## config.mk

```make
export PLATFORM = sky130hd
export DESIGN_NAME = cycle_timing
export DESIGN_NICKNAME = d
export VERILOG_FILES = /design/src/include/cycle_timing_pkg.sv /design/src/design/cycle_timing.sv
export SDC_FILE = /design/constraint.sdc
export NUM_CORES = 1
export LEC_CHECK = 0
export BUFFER_PORTS_ARGS = -buffer_cell sky130_fd_sc_hd__buf_4
export CORE_ASPECT_RATIO = 1.1
export CORE_MARGIN = 2
export CORE_UTILIZATION = 30
export DETAILED_ROUTE_END_ITERATION = 8
export PLACE_DENSITY = 0.58
export RECOVER_POWER = 100
export SYNTH_ARGS = -nofsm -noshare
export SYNTH_HDL_FRONTEND = slang
export SYNTH_SLANG_ARGS = --single-unit
```

## constraint.sdc

```tcl
create_clock -name clk_i -period 1.9 [get_ports clk_i]
set_clock_uncertainty 0.05 [all_clocks]
set_input_delay 0.38 -clock clk_i [delete_from_list [all_inputs] [get_ports clk_i]]
set_output_delay 0.38 -clock clk_i [all_outputs]
set_load 0.02 [all_outputs]
```

## src/include/cycle_timing_pkg.sv

```systemverilog
// Constants for the instruction execution timing controller.
// Assumes a single 125 MHz clock domain; counts are core clock cycles.
package cycle_timing_pkg;

  // Operation codes presented by the decoder.
  typedef enum logic [2:0] {
    OP_SHL_CNT  = 3'h0,
    OP_SHR_ONE  = 3'h1,
    OP_SHR_CNT  = 3'h2,
    OP_STORE_REP = 3'h3,
    OP_XOR_IMM_ACC = 3'h4,
    OP_XOR_RM   = 3'h5,
    OP_TEST_IMM_ACC = 3'h6,
    OP_NONE     = 3'h7
  } op_t;

  typedef enum logic [0:0] {
    ST_IDLE = 1'h0,
    ST_BUSY = 1'h1
  } state_t;

  localparam int unsigned CW = 24;
  localparam int unsigned NW = 16;

  // Cycle counts, wide bus / narrow bus.
  localparam logic [CW-1:0] REG_FORM_CYC   = 24'h000001;
  localparam logic [CW-1:0] SHL_CNT_W      = 24'h000014;
  localparam logic [CW-1:0] SHL_CNT_N      = 24'h000018;
  localparam logic [CW-1:0] SHR_ONE_W      = 24'h000005;
  localparam logic [CW-1:0] SHR_ONE_N      = 24'h000018;
  localparam logic [CW-1:0] SHR_CNT_W      = 24'h000014;
  localparam logic [CW-1:0] SHR_CNT_N      = 24'h00001C;
  localparam logic [CW-1:0] STORE_BASE_W   = 24'h000006;
  localparam logic [CW-1:0] STORE_BASE_N   = 24'h000008;
  localparam logic [CW-1:0] STORE_ELEM_W   = 24'h000004;
  localparam logic [CW-1:0] STORE_ELEM_N   = 24'h000008;
  localparam logic [CW-1:0] XOR_RM_W       = 24'h000010;
  localparam logic [CW-1:0] XOR_RM_N       = 24'h000020;

endpackage

```

## src/design/cycle_timing.sv

```systemverilog
// Execution timing controller: holds the core busy for the documented count.
// Accepts start_i on any enabled cycle while idle; a request held while busy is refused.
// Overview of operation
// RQ1 - Left shift by count: 1 cycle register, 20 or 24 memory.
// RQ2 - Right shift by one: 1 cycle register, 5 or 24 memory.
// RQ3 - Right shift by count: 1 cycle register, 20 or 28 memory.
// RQ4 - Repeated store of n elements: 6+4n wide, 8+8n narrow.
// RQ5 - XOR immediate into accumulator takes one cycle on both variants.
// RQ6 - XOR register with register/memory: 1 cycle register, 16 or 32 memory.
// RQ7 - TEST immediate against accumulator takes one cycle on both variants.
// RQ8 - Counts identical for all silicon versions; only bus width selects.
`timescale 1ns/1ps
`default_nettype none
module cycle_timing
  import cycle_timing_pkg::*;
(
  // Clock, reset, enable.
  input  wire logic          clk_i,
  input  wire logic          srst_i,
  input  wire logic          ce_i,
  // Configuration: high selects the 8-bit external bus variant.
  input  wire logic          narrow_bus_i,
  // Instruction request.
  input  wire logic          start_i,
  input  wire logic [2:0]    op_i,
  input  wire logic          mem_form_i,
  input  wire logic [NW-1:0] elem_count_i,
  // Status.
  output logic               busy_o,
  output logic               done_o,
  output logic [CW-1:0]      last_cycles_o
);

  state_t        state_reg;
  logic [CW-1:0] remain_reg;
  logic [CW-1:0] cycles_next;
  logic          accept;
  op_t           op_sel;
  logic [CW-1:0] elapsed_reg;

  assign op_sel = op_t'(op_i);
  assign accept = ce_i && start_i && (state_reg == ST_IDLE);

  // Count lookup; bus width is the only variant input, no version input.
  always_comb begin
    cycles_next = REG_FORM_CYC;
    case (op_sel)
      OP_SHL_CNT: begin
        if (mem_form_i) cycles_next = narrow_bus_i ? SHL_CNT_N : SHL_CNT_W; // RQ1
      end
      OP_SHR_ONE: begin
        if (mem_form_i) cycles_next = narrow_bus_i ? SHR_ONE_N : SHR_ONE_W; // RQ2
      end
      OP_SHR_CNT: begin
        if (mem_form_i) cycles_next = narrow_bus_i ? SHR_CNT_N : SHR_CNT_W; // RQ3
      end
      OP_STORE_REP: begin
        // Product is sized to the count width so large n cannot wrap.
        if (narrow_bus_i) begin
          cycles_next = STORE_BASE_N + CW'(elem_count_i) * STORE_ELEM_N; // RQ4
        end else begin
          cycles_next = STORE_BASE_W + CW'(elem_count_i) * STORE_ELEM_W; // RQ4
        end
      end
      OP_XOR_IMM_ACC: cycles_next = REG_FORM_CYC; // RQ5
      OP_XOR_RM: begin
        if (mem_form_i) cycles_next = narrow_bus_i ? XOR_RM_N : XOR_RM_W; // RQ6
      end
      OP_TEST_IMM_ACC: cycles_next = REG_FORM_CYC; // RQ7
      default: cycles_next = REG_FORM_CYC;
    endcase
  end

  // Sequencer: busy for exactly the looked-up number of cycles.
  always_ff @(posedge clk_i) begin
    if (srst_i) begin
      state_reg  <= ST_IDLE;
      remain_reg <= '0;
    end else if (ce_i) begin
      case (state_reg)
        ST_IDLE: begin
          if (accept) begin
            state_reg  <= ST_BUSY;
            remain_reg <= cycles_next; // RQ8
          end
        end
        ST_BUSY: begin
          remain_reg <= remain_reg - REG_FORM_CYC;
          if (remain_reg == REG_FORM_CYC) state_reg <= ST_IDLE;
        end
        default: state_reg <= ST_IDLE;
      endcase
    end
  end

  // Registered status outputs; done is a one-cycle pulse at the end.
  always_ff @(posedge clk_i) begin
    if (srst_i) begin
      busy_o        <= 1'b0;
      done_o        <= 1'b0;
      last_cycles_o <= '0;
    end else if (ce_i) begin
      done_o <= (state_reg == ST_BUSY) && (remain_reg == REG_FORM_CYC);
      if (accept) begin
        busy_o        <= 1'b1;
        last_cycles_o <= cycles_next;
      end else if ((state_reg == ST_BUSY) && (remain_reg == REG_FORM_CYC)) begin
        busy_o <= 1'b0;
      end
    end
  end

  // Independent tally of busy cycles, cleared at each take and frozen with
  // the enable, so the length check does not lean on the sequencer's count.
  always_ff @(posedge clk_i) begin
    if (srst_i) begin
      elapsed_reg <= '0;
    end else if (ce_i) begin
      if (accept) begin
        elapsed_reg <= '0;
      end else if (busy_o) begin
        elapsed_reg <= elapsed_reg + REG_FORM_CYC;
      end
    end
  end
endmodule
`default_nettype wire

```

* Word level (Yosys, flattened, before mapping) *
Cells that the tools add are included.

word-level totals
  word-level logic and storage cells = 40
  output and inout port bits = 26
  register bits after elaboration = 51
  input port bits = 25

cells by class
  add/sub/neg operators = 3
  bitwise gates (word level) = 1
  multiplexer cells = 17
  reduce and logical (&&, ||, !) cells = 8
  equal/unequal tests = 6

operators by type and width
  cell                                                  count
  case mux 24 bit (5 select lines)                      1
  case mux 24 bit (2 select lines)                      1
  equality test 24 x 1 -> 1 bit, second input constant  1
  two-way mux 24 bit                                    1
  subtractor 24 x 1 -> 24 bit, second input constant    1
  adder 4 x 19 -> 20 bit, first input constant          1
  two-way mux 20 bit                                    1
  two-way mux 5 bit                                     4
  adder 3 x 18 -> 19 bit, first input constant          1
  two-way mux 6 bit                                     2
  two-way mux 4 bit                                     2
  equality test 3 x 2 -> 1 bit, second input constant   2
  AND reduction 2 bit                                   3
  two-way mux 1 bit                                     4
  equality test 3 x 1 -> 1 bit, second input constant   1
  equality test 3 bit, second input constant            1
  logical AND 1 bit                                     3
  zero test 3 bit                                       1
  != test 2 bit, second input constant                  1
  case mux 1 bit (2 select lines)                       1
  nonzero test 2 bit                                    1
  NOT 1 bit                                             1

* Longest topological paths before layout *
  depth in word-level cells = 5
  mapped depth = 8
  mapped depth without buffers = 7

* Worst setup path after synthesis *
No wires, ideal clock.

  path type = register to register
  start point = reg remain_reg[0]
  end point = reg remain_reg[22]
  setup slack = -0.178 ns
  path buffers = 1
  arrival = 1.897 ns
  period minus slack after synthesis = 2.078 ns
  stages on the path, launching flop included = 9
  required time = 1.720 ns
  path through = dfxtp_1 inv_1 ha_1 clkbuf_1 nor4b_1 and4_4 or4b_1 xor2_1 nor3_2

on the way
  longest elaborated chain between the ends = 2

RTL lines
  item                              RTL line            RTL
  from (decl)                       cycle_timing.sv:35  logic [CW-1:0] remain_reg;
  from (signal assigned)            cycle_timing.sv:84  remain_reg <= cycles_next;
  from (signal assigned)            cycle_timing.sv:88  remain_reg <= remain_reg - REG_FORM_CYC;
  subtractor 24 x 1 -> 24 bit       cycle_timing.sv:88
  case mux 24 bit (2 select lines)  cycle_timing.sv:80  case (state_reg)

No other way between the ends.
A chain may end at the register's enable or synchronous reset.

* Final worst setup path *
Ends and elaborated chain as after synthesis.

==> metrics <==
# IOs 51; Max-Cap Viols 0; peak supply drop 366.5 uV; Final Net Count 527; number of buffers added on ports 46; crit path from remain_reg[0]; CTS Buf Count 5; RePlAce Congestion 0.9184; synthesis-to-layout area growth 33.11%; Cell Area, Synth 3125 um2; DR vias/cell 5.529; Fmax 522.6 MHz; largest family of logic cells by synthesized area simple AND/OR/NAND/NOR gates; simple-gate share of the synthesized area 0.3315; Die X 101.3 um; First-pass DRT Iterations 5; arrival time worst endpoint 2.08 ns; Synth Register Bits 47; reg-to-reg startpoint remain_reg[0]; EDFF count, synth 0; crit path max fanout 4; Seq/Total Area, Yosys 0.3010; RSZ-0062 raised after global routing yes; cell area power density 713.7 nW/um2; worst hold path depth 2; initial core utilization 0.3050; critical path type reg -> reg; drt drc 0; Synth cell types 63; Hold WS 0.3392 ns; GRT overflow 0; CTS Hold Bufs 0; post-route cell area 4160 um2; Slew Viols, Final 0; final HPWL from detailed placement 7710 um; routed len/inst 16.33 um; Site Rows 39; max FFs per register 24; Critical Path RT 2.07 ns; top_reg_cell synth dfxtp_1; Reg2Reg Depth 7; vias in the first global route 3280; syn avg cell area 7.623 um2; worst r2r dst remain_reg[22]; layout cells sized above 1 0.2385; CP max stage delay 0.47 ns; Worst-path clk slew 0.06 ns; Antenna Nets Post-Route 0; Synth Area in Adders 0.01201; multiplexer share of the synthesized area 0.03243; CTS sink count 47; register-to-register setup slack -0.01 ns; Compound-Gate Fraction of Synth Area 0.2134; crit path capture remain_reg[22]; Layout Cells excl Fill 622; total power 2.969 mW; final core occ 0.4060; fin crit share 1.007; min Tclk post-route 1.913 ns; initial antenna violation count 0; Post-Place Cell Area 4001 um2; Ys Warns 0; Leakage 1.575 nW; crit path cell chain inv_4 -> ha_4 -> nor4b_4 -> and4_4 -> or4b_4 -> xor2_2 -> nor3_2; latest clock arrival within the worst-skew pair 0.29 ns; Hold Vio Cnt, Final 0; commonest non-fill, non-tap cell in the layout buf_4; DIE AREA 11250 um2; Die Ht 111.1 um; GRT Total Usage 0.1780; Root Driver clkbuf_16; CP Capture Type flop; 1st-iter DRT viols 300; Startpoint Class flop; vias after detailed routing 3439; number of diodes 0; setup TNS -0.01336 ns; failing checks negative setup slack; Core Area 10250 um2; worst setup margin -0.01336 ns; total wire length 10160 um; largest net degree at the start of global routing 21; Synth Instances 410; status finished with violations; final setup fails 1; CTS Buffer Depth 2; XOR/XNOR Fraction of Synth Area 0.04764; most frequent cells in the layout 81 x buf_4, 42 x dfxtp_1, 40 x nand2_1; Synth async-reset ratio 0; dpl cells 611; CTS tree yes; global-route wire length before repair 16040 um; Hold Path Class in -> reg; CP max-delay cell or4b_4; H-tree level count 2; Setup WS pre-CTS -0.09336 ns
cells in the mapped netlist (all sizes together) (4+ instances only):
library cell / n / area share
dfxtp: 47 / 0.30
nand2: 40 / 0.048
nor2: 32 / 0.038
nor3: 27 / 0.045
clkbuf: 23 / 0.028
a21oi: 21 / 0.034
o21ai: 20 / 0.032
nand3: 15 / 0.024
nor4: 14 / 0.035
inv: 12 / 0.014
xnor2: 11 / 0.031
buf: 10 / 0.019
nand2b: 10 / 0.020
nand4: 10 / 0.020
a211oi: 9 / 0.022
mux2i: 9 / 0.029
a31oi: 7 / 0.014
xor2: 6 / 0.017
a311oi: 5 / 0.014
nand3b: 5 / 0.012
nand4b: 5 / 0.014
or3: 5 / 0.010
a221oi: 4 / 0.011
and3: 4 / 0.0080
nor3b: 4 / 0.0096
o221ai: 4 / 0.011
area by class of cell:
cell class	instances	area, um2
inverter	12	47.55
sequential	47	952.2
clock buffer	5	125.1
fill	1076	6087
multi-input combinational	321	2082
clock inverter	2	37.54
tap	123	153.9
timing repair buffer	112	762.0
worst min path at each step:
stage,start,endpoint,slack [ns]
2_1_floorplan,remain_reg[0],remain_reg[0],0.41
3_3_place_gp,last_cycles_o[19],last_cycles_o[19],0.40
3_5_place_dp,last_cycles_o[19],last_cycles_o[19],0.40
4_1_cts,srst_i,done_o,0.34
5_1_grt,srst_i,done_o,0.35
6_report,srst_i,done_o,0.34
power by group:
group	total [mW]	internal (mW)	switching [mW]
Combinational	0.873	0.397	0.476
Sequential	1.10	1.04	0.0560
Clock	0.996	0.614	0.383
Total	2.97	2.05	0.915
what timing repair did:
item                                   CTS  global route
setup endpoints to repair                0            10
resized for setup                        0            17
endpoints found under the hold margin    0             0
setup buffers                            0             4
cell families after synthesis:
family | count (synthesis)
flip-flops | 47
other | 1
adder cells (fa/ha/maj) | 3
AND/OR/NAND/NOR | 189
AO/OA/AOI/OAI | 98
XOR/XNOR | 17
multiplexers | 10
buffers and inverters | 45
worst max-delay path: cells and delay by family (launching register included):
kind / cells / cell delay, ns
AND/OR/NAND/NOR: 4 / 1.08
flip-flops: 1 / 0.36
XOR/XNOR: 1 / 0.16
adder cells (fa/ha/maj): 1 / 0.14
buffers and inverters: 1 / 0.06
per-layer routing:
metal	part of all wire	vias to the layer above	track usage
li1	-	1706	-
met4	0.013	0	0.05856
met1	0.44	1623	0.2272
met5	0	-	0
met2	0.50	98	0.3038
met3	0.051	12	0.02585
Power figures use the tool's default switching activity.
